$ cat src/pkg/life_pkg.sv
// Constants, types and register map of the part life alarm monitor
package life_pkg;
    // Life indicator scale, in whole percent
    localparam logic [6:0]  LIFE_FULL      = 7'h64;
    localparam logic [6:0]  LIFE_ZERO      = 7'h00;
    localparam logic [6:0]  INRUSH_ALM_PCT = 7'h0a;
    localparam logic [6:0]  CTRL_ALM_PCT   = 7'h0a;
    localparam logic [6:0]  MAIN_ALM_PCT   = 7'h55;
    localparam logic [6:0]  FAN_ONE_PCT    = 7'h28;
    localparam logic [6:0]  FAN_MULTI_PCT  = 7'h32;
    // Contact closings per percent of inrush life
    localparam logic [13:0] INRUSH_PER_PCT = 14'h2710;
    localparam logic [13:0] INRUSH_CNT_RST = 14'h0000;
    // Bit positions of the wear status word
    localparam int          BIT_CTRL       = 0;
    localparam int          BIT_MAIN       = 1;
    localparam int          BIT_FAN        = 2;
    localparam int          BIT_INRUSH     = 3;
    localparam logic [3:0]  WEAR_RST       = 4'h0;
    // Measurement state codes
    localparam logic [3:0]  MS_IDLE        = 4'h0;
    localparam logic [3:0]  MS_START       = 4'h1;
    localparam logic [3:0]  MS_MEAS        = 4'h2;
    localparam logic [3:0]  MS_DONE        = 4'h3;
    localparam logic [3:0]  MS_FORCED      = 4'h8;
    localparam logic [3:0]  MS_ERROR       = 4'h9;
    // Output terminal function codes
    localparam logic [7:0]  TERM_LIFE_SRC  = 8'h5a;
    localparam logic [7:0]  TERM_LIFE_SNK  = 8'hbe;
    localparam logic [7:0]  TERM_RST       = 8'h00;
    localparam int          TERM_N         = 3;
    // Register word addresses
    localparam logic [3:0]  ADDR_WEAR      = 4'h0;
    localparam logic [3:0]  ADDR_INRUSH    = 4'h1;
    localparam logic [3:0]  ADDR_CTRL      = 4'h2;
    localparam logic [3:0]  ADDR_MAIN      = 4'h3;
    localparam logic [3:0]  ADDR_MEAS      = 4'h4;
    localparam logic [3:0]  ADDR_TERM0     = 4'h5;
    localparam logic [3:0]  ADDR_TERM1     = 4'h6;
    localparam logic [3:0]  ADDR_TERM2     = 4'h7;
    localparam logic [7:0]  RD_ZERO        = 8'h00;
    // DC injection time at power-off
    localparam int unsigned DC_APPLY_MS    = 1000;
    localparam int unsigned CLK_KHZ        = 40000;
    localparam int unsigned DC_APPLY_CYC   = DC_APPLY_MS * CLK_KHZ;
    localparam logic [25:0] DC_CNT_ZERO    = 26'h0000000;

    typedef enum logic [2:0] {
        ST_IDLE, ST_START, ST_DC, ST_STUCK, ST_DONE, ST_FORCED, ST_ERROR
    } measure_e;
endpackage

$ cat src/pkg/life_if.sv
// Step and value link between the monitor and one life counter
`timescale 1ns/100ps
interface life_if;
    logic       step;
    logic [6:0] pct;
    modport counter (input step, output pct);
    modport user    (output step, input pct);
endinterface

$ cat src/design/life_counter.sv
// Percent life counter, counting down from full on each step
`timescale 1ns/100ps
module life_counter
    import life_pkg::*;
(
    // Clock and reset
    input  wire logic sys_clk,
    input  wire logic reset_n,
    // Step in, value out
    life_if.counter   lif
);
    // Saturates at zero so a worn part never wraps back to new
    always_ff @(posedge sys_clk or negedge reset_n) begin
        if (!reset_n) begin
            lif.pct <= LIFE_FULL;
        end else if (lif.step && lif.pct != LIFE_ZERO) begin
            lif.pct <= lif.pct - 7'h01;
        end
    end
endmodule // life_counter

$ cat src/design/part_life_alarm_monitor.sv
// Part wear supervision, life alarm and main capacitor measurement
`timescale 1ns/100ps
module part_life_alarm_monitor
    import life_pkg::*;
#(
    parameter int unsigned DC_CYCLES = DC_APPLY_CYC
) (
    // Clock and reset
    input  wire logic       sys_clk,
    input  wire logic       reset_n,
    // Register port
    input  wire logic [3:0] addr,
    input  wire logic [7:0] wr_data,
    input  wire logic       wr_strobe,
    input  wire logic       rd_strobe,
    output logic      [7:0] rd_data,
    // Pins from the power stage
    input  wire logic       supply_on_pin,
    input  wire logic       motor_connected_pin,
    input  wire logic       motor_running_pin,
    input  wire logic       start_cmd_pin,
    input  wire logic       output_shutoff_input,
    input  wire logic       alarm_active_pin,
    input  wire logic       inrush_contact_pin,
    input  wire logic       fan_multi_pin,
    // Estimators on this clock
    input  wire logic       ctrl_cap_wear_step,
    input  wire logic [6:0] fan_speed_a,
    input  wire logic [6:0] fan_speed_b,
    input  wire logic [6:0] cap_meas_pct,
    // Outputs
    output logic            life_alarm_out,
    output logic [TERM_N-1:0] term_out,
    output logic            fan_fault_indication,
    output logic            dc_inject_out
);
    logic [7:0]  pins_s;
    logic        supply_s;
    logic        motor_con_s;
    logic        motor_run_s;
    logic        start_s;
    logic        shutoff_s;
    logic        alarm_s;
    logic        contact_s;
    logic        fan_multi_s;
    logic        supply_d_reg;
    logic        contact_d_reg;
    logic        supply_fall;
    logic        contact_rise;
    logic [13:0] inrush_cnt_reg;
    logic [6:0]  main_cap_reg;
    logic [3:0]  part_wear_status_reg;
    logic [3:0]  wear_next;
    logic        fan_fault_next;
    logic [7:0]  term_sel_reg [TERM_N];
    logic [25:0] dc_cnt_reg;
    logic [3:0]  meas_code;
    logic [7:0]  rd_next;
    logic        meas_wr;
    measure_e    state_reg;
    measure_e    state_next;

    life_if inrush_lif ();
    life_if ctrl_lif ();

    sync_bank #(.W(8)) u_sync (
        .sys_clk (sys_clk),
        .reset_n (reset_n),
        .d       ({fan_multi_pin, inrush_contact_pin, alarm_active_pin,
                   output_shutoff_input, start_cmd_pin, motor_running_pin,
                   motor_connected_pin, supply_on_pin}),
        .q       (pins_s)
    );

    assign supply_s    = pins_s[0];
    assign motor_con_s = pins_s[1];
    assign motor_run_s = pins_s[2];
    assign start_s     = pins_s[3];
    assign shutoff_s   = pins_s[4];
    assign alarm_s     = pins_s[5];
    assign contact_s   = pins_s[6];
    assign fan_multi_s = pins_s[7];

    always_ff @(posedge sys_clk or negedge reset_n) begin
        if (!reset_n) begin
            supply_d_reg  <= 1'b0;
            contact_d_reg <= 1'b0;
        end else begin
            supply_d_reg  <= supply_s;
            contact_d_reg <= contact_s;
        end
    end

    assign supply_fall  = supply_d_reg && !supply_s;
    assign contact_rise = contact_s && !contact_d_reg;

    // Supply loss is only an input here; reset_n is the cold start alone
    always_ff @(posedge sys_clk or negedge reset_n) begin
        if (!reset_n) begin
            inrush_cnt_reg <= INRUSH_CNT_RST;
        end else if (contact_rise) begin
            if (inrush_cnt_reg == INRUSH_PER_PCT - 14'h0001) begin
                inrush_cnt_reg <= INRUSH_CNT_RST;
            end else begin
                inrush_cnt_reg <= inrush_cnt_reg + 14'h0001;
            end
        end
    end

    assign inrush_lif.step = contact_rise &&
        (inrush_cnt_reg == INRUSH_PER_PCT - 14'h0001);
    assign ctrl_lif.step = ctrl_cap_wear_step && supply_s;

    life_counter u_inrush (
        .sys_clk (sys_clk),
        .reset_n (reset_n),
        .lif     (inrush_lif)
    );

    life_counter u_ctrl (
        .sys_clk (sys_clk),
        .reset_n (reset_n),
        .lif     (ctrl_lif)
    );

    // Fan checks use the stricter figure once a second fan is fitted
    always_comb begin
        if (fan_multi_s) begin
            fan_fault_next = (fan_speed_a <= FAN_MULTI_PCT) ||
                             (fan_speed_b <= FAN_MULTI_PCT);
        end else begin
            fan_fault_next = fan_speed_a <= FAN_ONE_PCT;
        end
    end

    always_comb begin
        wear_next             = WEAR_RST;
        wear_next[BIT_INRUSH] = inrush_lif.pct <= INRUSH_ALM_PCT;
        wear_next[BIT_CTRL]   = ctrl_lif.pct < CTRL_ALM_PCT;
        wear_next[BIT_MAIN]   = main_cap_reg <= MAIN_ALM_PCT;
        wear_next[BIT_FAN]    = fan_fault_next;
    end

    always_ff @(posedge sys_clk or negedge reset_n) begin
        if (!reset_n) begin
            part_wear_status_reg <= WEAR_RST;
            life_alarm_out       <= 1'b0;
            fan_fault_indication <= 1'b0;
        end else begin
            part_wear_status_reg <= wear_next;
            life_alarm_out       <= |wear_next;
            fan_fault_indication <= fan_fault_next;
        end
    end

    // Terminals follow the registered alarm, one cycle behind it
    always_ff @(posedge sys_clk or negedge reset_n) begin
        if (!reset_n) begin
            term_out <= '0;
        end else begin
            for (int i = 0; i < TERM_N; i++) begin
                if (term_sel_reg[i] == TERM_LIFE_SRC) begin
                    term_out[i] <= life_alarm_out;
                end else if (term_sel_reg[i] == TERM_LIFE_SNK) begin
                    term_out[i] <= !life_alarm_out;
                end else begin
                    term_out[i] <= 1'b0;
                end
            end
        end
    end

    always_ff @(posedge sys_clk or negedge reset_n) begin
        if (!reset_n) begin
            for (int i = 0; i < TERM_N; i++) begin
                term_sel_reg[i] <= TERM_RST;
            end
        end else if (wr_strobe) begin
            if (addr == ADDR_TERM0) begin
                term_sel_reg[0] <= wr_data;
            end
            if (addr == ADDR_TERM1) begin
                term_sel_reg[1] <= wr_data;
            end
            if (addr == ADDR_TERM2) begin
                term_sel_reg[2] <= wr_data;
            end
        end
    end

    // Measurement register writes are refused while DC is on the motor
    assign meas_wr = wr_strobe && addr == ADDR_MEAS && state_reg != ST_DC;

    always_comb begin
        state_next = state_reg;
        if (meas_wr && wr_data == {4'h0, MS_IDLE}) begin
            state_next = ST_IDLE;
        end else if (meas_wr && wr_data == {4'h0, MS_START}) begin
            state_next = ST_START;
        end
        case (state_reg)
            ST_START: begin
                if (supply_fall) begin
                    if (alarm_s) begin
                        state_next = ST_START;
                    end else if (!motor_con_s || motor_run_s) begin
                        state_next = ST_ERROR;
                    end else if (shutoff_s) begin
                        state_next = ST_FORCED;
                    end else begin
                        state_next = ST_DC;
                    end
                end
            end
            ST_DC: begin
                if (start_s || shutoff_s || alarm_s) begin
                    state_next = ST_FORCED;
                end else if (!motor_con_s || motor_run_s) begin
                    state_next = ST_ERROR;
                end else if (supply_s) begin
                    state_next = ST_STUCK;
                end else if (dc_cnt_reg == DC_CNT_ZERO) begin
                    state_next = ST_DONE;
                end
            end
            ST_IDLE, ST_STUCK, ST_DONE, ST_FORCED, ST_ERROR: begin
            end
            default: begin
                state_next = ST_IDLE;
            end
        endcase
    end

    always_ff @(posedge sys_clk or negedge reset_n) begin
        if (!reset_n) begin
            state_reg <= ST_IDLE;
        end else begin
            state_reg <= state_next;
        end
    end

    always_ff @(posedge sys_clk or negedge reset_n) begin
        if (!reset_n) begin
            dc_cnt_reg    <= DC_CNT_ZERO;
            dc_inject_out <= 1'b0;
        end else begin
            dc_inject_out <= state_next == ST_DC;
            if (state_reg != ST_DC) begin
                dc_cnt_reg <= 26'(DC_CYCLES - 1);
            end else if (dc_cnt_reg != DC_CNT_ZERO) begin
                dc_cnt_reg <= dc_cnt_reg - 26'h0000001;
            end
        end
    end

    // Front-end result above full scale is clamped to full
    always_ff @(posedge sys_clk or negedge reset_n) begin
        if (!reset_n) begin
            main_cap_reg <= LIFE_FULL;
        end else if (state_reg == ST_DC && state_next == ST_DONE) begin
            if (cap_meas_pct > LIFE_FULL) begin
                main_cap_reg <= LIFE_FULL;
            end else begin
                main_cap_reg <= cap_meas_pct;
            end
        end
    end

    always_comb begin
        case (state_reg)
            ST_IDLE:   meas_code = MS_IDLE;
            ST_START:  meas_code = MS_START;
            ST_DC:     meas_code = MS_MEAS;
            ST_STUCK:  meas_code = MS_MEAS;
            ST_DONE:   meas_code = MS_DONE;
            ST_FORCED: meas_code = MS_FORCED;
            ST_ERROR:  meas_code = MS_ERROR;
            default:   meas_code = MS_IDLE;
        endcase
    end

    // Indicator addresses have no write path at all
    always_comb begin
        case (addr)
            ADDR_WEAR:   rd_next = {4'h0, part_wear_status_reg};
            ADDR_INRUSH: rd_next = {1'b0, inrush_lif.pct};
            ADDR_CTRL:   rd_next = {1'b0, ctrl_lif.pct};
            ADDR_MAIN:   rd_next = {1'b0, main_cap_reg};
            ADDR_MEAS:   rd_next = {4'h0, meas_code};
            ADDR_TERM0:  rd_next = term_sel_reg[0];
            ADDR_TERM1:  rd_next = term_sel_reg[1];
            ADDR_TERM2:  rd_next = term_sel_reg[2];
            default:     rd_next = RD_ZERO;
        endcase
    end

    always_ff @(posedge sys_clk or negedge reset_n) begin
        if (!reset_n) begin
            rd_data <= RD_ZERO;
        end else begin
            rd_data <= rd_strobe ? rd_next : RD_ZERO;
        end
    end

    a_alarm_any: assert property (@(posedge sys_clk) disable iff (!reset_n)
        life_alarm_out == (|part_wear_status_reg))
        else $error("life alarm disagrees with wear word");

    a_inrush_bit: assert property (@(posedge sys_clk) disable iff (!reset_n)
        inrush_lif.pct <= INRUSH_ALM_PCT |=> part_wear_status_reg[3])
        else $error("inrush wear bit missing");

    a_ctrl_bit: assert property (@(posedge sys_clk) disable iff (!reset_n)
        ctrl_lif.pct >= CTRL_ALM_PCT |=> !part_wear_status_reg[0])
        else $error("control capacitor bit set too early");

    a_main_bit: assert property (@(posedge sys_clk) disable iff (!reset_n)
        $changed(main_cap_reg) |=> part_wear_status_reg[BIT_MAIN] ==
        ($past(main_cap_reg) <= MAIN_ALM_PCT))
        else $error("main capacitor bit wrong after measurement");

    a_fan_bit: assert property (@(posedge sys_clk) disable iff (!reset_n)
        fan_fault_indication == part_wear_status_reg[2])
        else $error("fan fault and wear bit differ");

    a_term_source: assert property (@(posedge sys_clk) disable iff (!reset_n)
        term_sel_reg[0] == TERM_LIFE_SRC |=>
        term_out[0] == $past(life_alarm_out))
        else $error("terminal does not follow alarm");

    a_dc_begin: assert property (@(posedge sys_clk) disable iff (!reset_n)
        $rose(dc_inject_out) |-> $past(state_reg == ST_START) &&
        !$past(supply_s))
        else $error("DC applied without start and supply off");

    a_dc_done: assert property (@(posedge sys_clk) disable iff (!reset_n)
        state_reg == ST_DC ##1 state_reg == ST_DONE |->
        $past(dc_cnt_reg) == DC_CNT_ZERO && !dc_inject_out)
        else $error("measurement finished before DC time");

    a_ro_codes: assert property (@(posedge sys_clk) disable iff (!reset_n)
        state_reg == ST_IDLE && wr_strobe && addr == ADDR_MEAS &&
        wr_data == {4'h0, MS_DONE} |=> state_reg == ST_IDLE)
        else $error("read-only state code was accepted");

    a_stuck_hold: assert property (@(posedge sys_clk) disable iff (!reset_n)
        state_reg == ST_STUCK && !wr_strobe |=> state_reg == ST_STUCK)
        else $error("stuck measurement left on its own");
endmodule // part_life_alarm_monitor

$ cat src/design/sync_bank.sv
// Two-stage synchroniser for a group of pin levels
`timescale 1ns/100ps
module sync_bank #(
    parameter int W = 1
) (
    // Clock and reset
    input  wire logic         sys_clk,
    input  wire logic         reset_n,
    // Levels
    input  wire logic [W-1:0] d,
    output logic      [W-1:0] q
);
    logic [W-1:0] meta_reg;

    always_ff @(posedge sys_clk or negedge reset_n) begin
        if (!reset_n) begin
            meta_reg <= '0;
            q        <= '0;
        end else begin
            meta_reg <= d;
            q        <= meta_reg;
        end
    end
endmodule // sync_bank

$ cat config.mk
export PLATFORM = sky130hd
export DESIGN_NAME = part_life_alarm_monitor
export DESIGN_NICKNAME = d
export VERILOG_FILES = /design/src/pkg/life_pkg.sv /design/src/pkg/life_if.sv /design/src/design/life_counter.sv /design/src/design/part_life_alarm_monitor.sv /design/src/design/sync_bank.sv
export SDC_FILE = /design/constraint.sdc
export NUM_CORES = 1
export LEC_CHECK = 0
export BUFFER_PORTS_ARGS = -buffer_cell sky130_fd_sc_hd__buf_2
export CAP_MARGIN = 10
export CORE_MARGIN = 1
export CORE_UTILIZATION = 54
export CTS_CLUSTER_SIZE = 30
export DETAILED_ROUTE_END_ITERATION = 8
export HOLD_SLACK_MARGIN = 0.02
export PLACE_DENSITY_LB_ADDON = 0.08
export SLEW_MARGIN = 10
export SYNTH_ARGS = -nofsm -noshare
export SYNTH_HDL_FRONTEND = slang
export SYNTH_HIERARCHICAL = 1
export SYNTH_SLANG_ARGS = --single-unit
$ cat constraint.sdc
create_clock -name sys_clk -period 2.8 [get_ports sys_clk]
set_input_delay 0.28 -clock sys_clk [delete_from_list [all_inputs] [get_ports sys_clk]]
set_output_delay 0.28 -clock sys_clk [all_outputs]
set_load 0.02 [all_outputs]
==> impl_metrics.env, run 1 <==
export IMPL_synth_compound_area_share_pct=13.28
export IMPL_synth_top_area_share_pct=46.71
export IMPL_power_frac_comb_pct=14.5
export IMPL_synth_cell_types=72
export IMPL_track_usage_pct=26.44
export IMPL_fmax_ghz=0.3841
export IMPL_overflow=0
export IMPL_placed_cells=757
export IMPL_fp_dieArea_mm2=0.01174
export IMPL_required_ns=3.13
export IMPL_drtPass1Iterations=4
export IMPL_path_cells="or4_4 -> or4b_4 -> nor3_1 -> o211ai_2 -> mux2_2"
export IMPL_post_cts_setup_buffer_count=0
export IMPL_die_h_um=108.3
export IMPL_pwr_share_seq_pct=44.2
export IMPL_crit_family="simple AND/OR/NAND/NOR gates"
export IMPL_io_buffers=59
export IMPL_nets=698
export IMPL_grt_pass1_wl_um=23340
export IMPL_ir_worst_vdd_uv=451.9
export IMPL_initial_core_util_pct=55.85
export IMPL_intPower_uw=3764
export IMPL_cts_buffer_depth=2
export IMPL_cts_buffers=17
export IMPL_drt_iter0_drc=236
export IMPL_syn_nets=613
export IMPL_p_switching_uw=1362
export IMPL_critPathBufInv=0
export IMPL_pwr_share_clk_pct=41.4
export IMPL_setup_violations=0
export IMPL_worstSetupPathType="flip-flop to flip-flop"
export IMPL_cts_tree="done"
export IMPL_ant_nets=0
export IMPL_finClkSkew_ns=0.008520
export IMPL_io_pins=60
export IMPL_synth_largest_area_cell="dfrtp_1"
export IMPL_synth_cell_area_mm2=0.006107
export IMPL_muxShareOfSynthArea_pct=10.43
export IMPL_outcome="complete, no violations"
export IMPL_synth_xor_area_share_pct=2.438
export IMPL_crit_slowest_cell="or4b_4"
export IMPL_htree_levels=4
export IMPL_p_per_area_mw_per_mm2=700.1
export IMPL_place_hpwl_um=9969
export IMPL_crit_fanout=13
export IMPL_routed_via_density=5.981
export IMPL_drive_above_1_share_pct=26.60
export IMPL_maxCapViolations=0
export IMPL_synthAdderAreaFrac_pct=1.434
export IMPL_ys_seq_area_share_pct=50.58
export IMPL_wl_um=13890
export IMPL_syn_inst=560
export IMPL_grt_max_degree=59
export IMPL_cts_sinks=123
export IMPL_p_leak_uw=0.003113
export IMPL_fin_setup_tns_ns=0
export IMPL_post_place_ws_ns=0.1878
export IMPL_async_reset_ff_share_pct=100.0
export IMPL_tightest_slew_ns=0.7139
export IMPL_postSynthAreaPerCell_um2=10.91
export IMPL_synth_edf_count=0
export IMPL_core_area_mm2=0.01094
export IMPL_grt_pass1_vias=4807
export IMPL_die_width_um=108.3
export IMPL_largest_register_ffs=26
export IMPL_area_growth_pct=19.89
export IMPL_yosys_most_used_dff="dfrtp_1"
export IMPL_fillers=866
export IMPL_diodes=0
export IMPL_min_period_ns=2.603
export IMPL_wl_per_cell_um=17.40
export IMPL_fin_cells=798
export IMPL_rsz0062_at_grt="false"
export IMPL_antenna_found_initial=0
export IMPL_power_share_switching_pct=26.56
export IMPL_path_clk_slew_ns=0.05
export IMPL_fin_crit_sh_pct=92.98
export IMPL_worst_slack_ns=0.1966
export IMPL_hold_violations=0
export IMPL_critPathLaunchType="flip-flop"
export IMPL_gp_congestion=0.8782
export IMPL_critPathMaxStageDelay_ns=0.58
export IMPL_slew_viol_final=0
export IMPL_ys_warn_count=6
export IMPL_yosys_area_share_simple_pct=19.36
export IMPL_synth_top_family_by_area="simple AND/OR/NAND/NOR gates"
export IMPL_clkLatencyLatePin_ns=0.41
export IMPL_num_rows=38
export IMPL_vias=4773
export IMPL_cp_arrival_ns=2.94
export IMPL_synth_area_leaders="dfrtp_1 47%, mux2_2 6.8%, dfstp_2 3.9%"
export IMPL_endpoint_kind="flip-flop"
export IMPL_ys_ff_latch=123
export IMPL_root_buffer="clkbuf_16"
export IMPL_drcViolationCount=0
export IMPL_hold_path_class="input port to flip-flop"
export IMPL_slew_headroom_pct=51.96
export IMPL_post_route_util_pct=66.96
Yosys cell counts (3+ instances only):
| library cell | n |
|---|---|
| or3_4 | 3 |
| dfstp_2 | 9 |
| nor3_1 | 11 |
| and2_1 | 3 |
| o31ai_1 | 15 |
| nand3_1 | 17 |
| a21oi_1 | 21 |
| or2_2 | 3 |
| nand4b_1 | 7 |
| o21ai_1 | 3 |
| mux4_2 | 4 |
| o21ai_0 | 27 |
| o21a_1 | 4 |
| and3_1 | 6 |
| dfrtp_1 | 114 |
| mux2_2 | 37 |
| clkbuf_1 | 15 |
| or3_1 | 11 |
| nor4b_1 | 6 |
| nand2_1 | 34 |
| nand4_1 | 9 |
| nand2b_1 | 8 |
| inv_1 | 19 |
| or4_1 | 11 |
| o211ai_1 | 5 |
| nor3b_1 | 3 |
| nor2_1 | 41 |
| nand3b_1 | 4 |
| nor4_1 | 12 |
| o311ai_0 | 3 |
| xor2_1 | 7 |
| mux2i_1 | 13 |
| ha_1 | 7 |
| xnor2_1 | 10 |
| nor2b_1 | 7 |
| a22oi_1 | 6 |
cell usage in the layout, fill, tap and decap left out, types with 12 or more instances in the layout:
| cell type | instances |
|---|---|
| o21ai_0 | 27 |
| nor2_1 | 41 |
| o31ai_1 | 15 |
| mux2i_1 | 13 |
| a21oi_1 | 21 |
| nand3_1 | 17 |
| mux2_2 | 37 |
| buf_4 | 17 |
| nor4_1 | 12 |
| clkbuf_16 | 17 |
| nand2_1 | 34 |
| dfrtp_1 | 114 |
| inv_1 | 19 |
| buf_2 | 58 |
final timing paths:
check                      cells after the start  slack [ns]          startpoint                to
max reg2reg                                    5        0.20      dc_cnt_reg[11]   main_cap_reg[5]
min reg2reg                                    0        0.34  u_sync/meta_reg[5]       u_sync/q[5]
min in group asynchronous                      2        0.38             reset_n  term_sel_reg[14]
min                                            3         0.1           rd_strobe        rd_data[7]
max                                            5        0.20      dc_cnt_reg[11]   main_cap_reg[5]
max in group asynchronous                      3        1.64             reset_n    dc_cnt_reg[10]
final cells by class:
cell class	count	area (µm²)	area share, %
flip-flops and latches	123	3089	42.19
multi-input cells	399	2872	39.22
clock buffers	26	529.3	7.228
repair buffers	85	528.0	7.211
well taps	140	175.2	2.392
inverters	19	71.32	0.9740
clock inverters	6	57.56	0.7861
cells by family after synthesis:
kind of cell / Yosys count
AND/OR/NAND/NOR: 207
flip-flops: 123
AO/OA/AOI/OAI: 114
multiplexers: 54
buffers and inverters: 38
XOR/XNOR: 17
adder cells (fa/ha/maj): 7
metrics by stage:
stage	power (µW)	cell area [µm²]	hold WS [ns]
floorplan	2732	6107	-0.01559
global placement	2973	6645	0.2815
detailed placement	3020	6645	0.2863
CTS	5161	7322	0.08702
global route	5361	7322	0.1113
finish	5126	7322	0.09597
repair_timing:
action                     in CTS  in global routing
resized for setup               0                  0
hold endpoints to repair       41                  0
setup endpoints to repair       0                  0
hold buffers                    9                  0
power groups by stage:
stage | logic (µW) | registers, µW | clock network, µW
floorplan | 536 | 2200 | 0
global placement | 697 | 2280 | 0
detailed placement | 731 | 2290 | 0
CTS | 746 | 2260 | 2150
global route | 834 | 2300 | 2230
finish | 741 | 2260 | 2120
worst min-delay path, stage by stage:
cell and delay (ns):
buf_2 0.11, nand2_1 0.05, nor2_1 0.03
per-layer routing:
| layer | GRT usage [%] | share of wire (%) | vias up |
|---|---|---|---|
| li1 | - | - | 2282 |
| met1 | 33.12 | 44 | 2365 |
| met2 | 44.27 | 50 | 106 |
| met3 | 5.365 | 3.9 | 20 |
| met4 | 11.87 | 2.1 | 0 |
| met5 | 0 | 0 | - |
No activity file was read; power rests on OpenSTA's default activity.
==> inputs of run 2 (changes only) <==
Clock period 2.8 ns to 2.15 ns, I/O delays scaled along.
==> impl_metrics.env, run 2 (synthesis gave the netlist of run 1 again) <==
export IMPL_outcome="finished with violations"
export IMPL_violations="setup timing"
export IMPL_p_per_area_mw_per_mm2=847.7
export IMPL_finClkSkew_ns=0.008700
export IMPL_hold_violations=0
export IMPL_root_buffer="clkbuf_16"
export IMPL_min_to="main_cap_reg[0]"
export IMPL_ir_worst_vdd_uv=655.6
export IMPL_critPathMaxStageDelay_ns=0.55
export IMPL_area_growth_pct=31.78
export IMPL_fin_crit_sh_pct=113.1
export IMPL_path_cells="or4_4 -> or4b_4 -> buf_4 -> buf_6 -> o21ai_4 -> o211ai_4 -> mux2_2"
export IMPL_intPower_uw=4920
export IMPL_drcViolationCount=0
export IMPL_setup_violations=23
export IMPL_num_rows=38
export IMPL_gp_congestion=0.8947
export IMPL_routed_via_density=6.059
export IMPL_grt_pass1_vias=5123
export IMPL_min_period_ns=2.432
export IMPL_cts_sinks=123
export IMPL_overflow=0
export IMPL_power_frac_comb_pct=16.5
export IMPL_initial_core_util_pct=55.85
export IMPL_slew_viol_final=0
export IMPL_fin_setup_tns_ns=-4.399
export IMPL_hold_path_class="input port to flip-flop"
export IMPL_cts_buffer_depth=2
export IMPL_slew_headroom_pct=59.50
export IMPL_path_clk_slew_ns=0.06
export IMPL_fmax_ghz=0.4112
export IMPL_clkLatencyLatePin_ns=0.42
export IMPL_cts_tree="done"
export IMPL_cp_arrival_ns=2.77
export IMPL_worst_slack_ns=-0.2818
export IMPL_fp_dieArea_mm2=0.01174
export IMPL_largest_register_ffs=26
export IMPL_io_buffers=59
export IMPL_vias=5253
export IMPL_critPathBufInv=2
export IMPL_power_share_switching_pct=27.88
export IMPL_fillers=780
export IMPL_drive_above_1_share_pct=37.00
export IMPL_reg2reg_depth=7
export IMPL_whs_path_depth=3
export IMPL_io_pins=60
export IMPL_ant_nets=0
export IMPL_min_from="cap_meas_pct[0]"
export IMPL_regArea_mm2=0.003089
export IMPL_multi_input_area_mm2=0.003057
export IMPL_crit_slowest_cell="or4_4"
export IMPL_htree_levels=4
export IMPL_drt_iter0_drc=324
export IMPL_rsz0062_at_grt="true"
export IMPL_r2r_slack_ns=-0.28
export IMPL_post_route_util_pct=73.59
export IMPL_antenna_found_initial=0
export IMPL_track_usage_pct=28.15
export IMPL_endpoint_kind="flip-flop"
export IMPL_p_switching_uw=1902
export IMPL_critPathLaunchType="flip-flop"
export IMPL_grt_max_degree=55
export IMPL_worstSetupPathType="flip-flop to flip-flop"
export IMPL_place_hpwl_um=10510
export IMPL_p_leak_uw=0.003478
export IMPL_drtPass1Iterations=5
export IMPL_pwr_share_clk_pct=40.9
export IMPL_crit_family="simple AND/OR/NAND/NOR gates"
export IMPL_tightest_slew_ns=0.6020
export IMPL_diodes=0
export IMPL_die_width_um=108.3
export IMPL_wl_um=15310
export IMPL_r2r_end="main_cap_reg[5]"
export IMPL_nets=767
export IMPL_cts_buffers=17
export IMPL_maxCapViolations=0
export IMPL_crit_fanout=7
export IMPL_die_h_um=108.3
export IMPL_grt_pass1_wl_um=24720
export IMPL_final_common_cell="dfrtp_1"
export IMPL_rr_startpoint="dc_cnt_reg[14]"
export IMPL_required_ns=2.49
export IMPL_wl_per_cell_um=17.66
export IMPL_most_common_layout_cells="114 x dfrtp_1, 79 x buf_4, 58 x buf_2"
export IMPL_core_area_mm2=0.01094
export IMPL_pwr_share_seq_pct=42.7
==> run 2: power groups by stage <==
stage / Combinational [µW] / Sequential [µW] / Clock (µW)
final: 1120 / 2910 / 2790
after detailed placement: 1070 / 2940 / 0
after floorplan: 706 / 2860 / 0
after global placement: 1040 / 2920 / 0
after CTS: 1110 / 2900 / 2830
after global routing: 1230 / 2940 / 2950
==> run 2: final cells by class <==
class | count | share of cell area (%)
inverter | 19 | 0.8862
clock buffer | 19 | 5.504
clock inverter | 13 | 1.772
tap | 140 | 2.177
multi-input combinational | 399 | 37.98
sequential | 123 | 38.39
timing repair buffer | 154 | 13.29
==> run 2: repair_timing <==
item | 4_1_cts | 5_1_grt
pin swaps | 2 | 11
hold buffers | 11 | 0
gates resized for setup | 14 | 27
buffers inserted | 1 | 5
cloned | 0 | 1
hold endpoints to repair | 39 | 0
endpoints found under the setup margin | 31 | 35
==> run 2: how the worst max path moves through the flow <==
stage                      endpoint  cells past startpoint  slack, ns      startpoint
floorplan            dc_cnt_reg[23]                      5      -0.24  dc_cnt_reg[12]
global placement     dc_cnt_reg[23]                      5      -0.27  dc_cnt_reg[14]
detailed placement   dc_cnt_reg[23]                      5      -0.32  dc_cnt_reg[14]
CTS                  dc_cnt_reg[23]                      5      -0.27  dc_cnt_reg[14]
global route         dc_cnt_reg[24]                      7      -0.35  dc_cnt_reg[14]
finish              main_cap_reg[5]                      7      -0.28  dc_cnt_reg[14]
==> run 2: worst register-to-register path: cells and delay by family, from the launching register on <==
kind | cells | cell delay (ns)
buffers and inverters | 2 | 0.30
multiplexers | 1 | 0.31
flip-flops | 1 | 0.38
AO/OA/AOI/OAI | 2 | 0.31
AND/OR/NAND/NOR | 2 | 1.07
==> run 2: stage by stage <==
step / hold slack (ns) / power, µW / instance area, µm² / instances / setup WS, ns
global route: 0.06723 / 7125 / 8048 / 867 / -0.3467
detailed placement: 0.2072 / 4002 / 7144 / 817 / -0.3242
global placement: 0.2011 / 3957 / 7144 / 817 / -0.2711
CTS: 0.04910 / 6848 / 7914 / 861 / -0.2710
finish: 0.06234 / 6822 / 8048 / 867 / -0.2818
floorplan: -0.08059 / 3567 / 6163 / 560 / -0.2445
==> run 2: per-layer routing <==
layer	GRT usage [%]	wire length, µm
met5	0	0
met1	34.06	6149
met4	12.74	455
met2	48.04	7895
met3	6.269	814
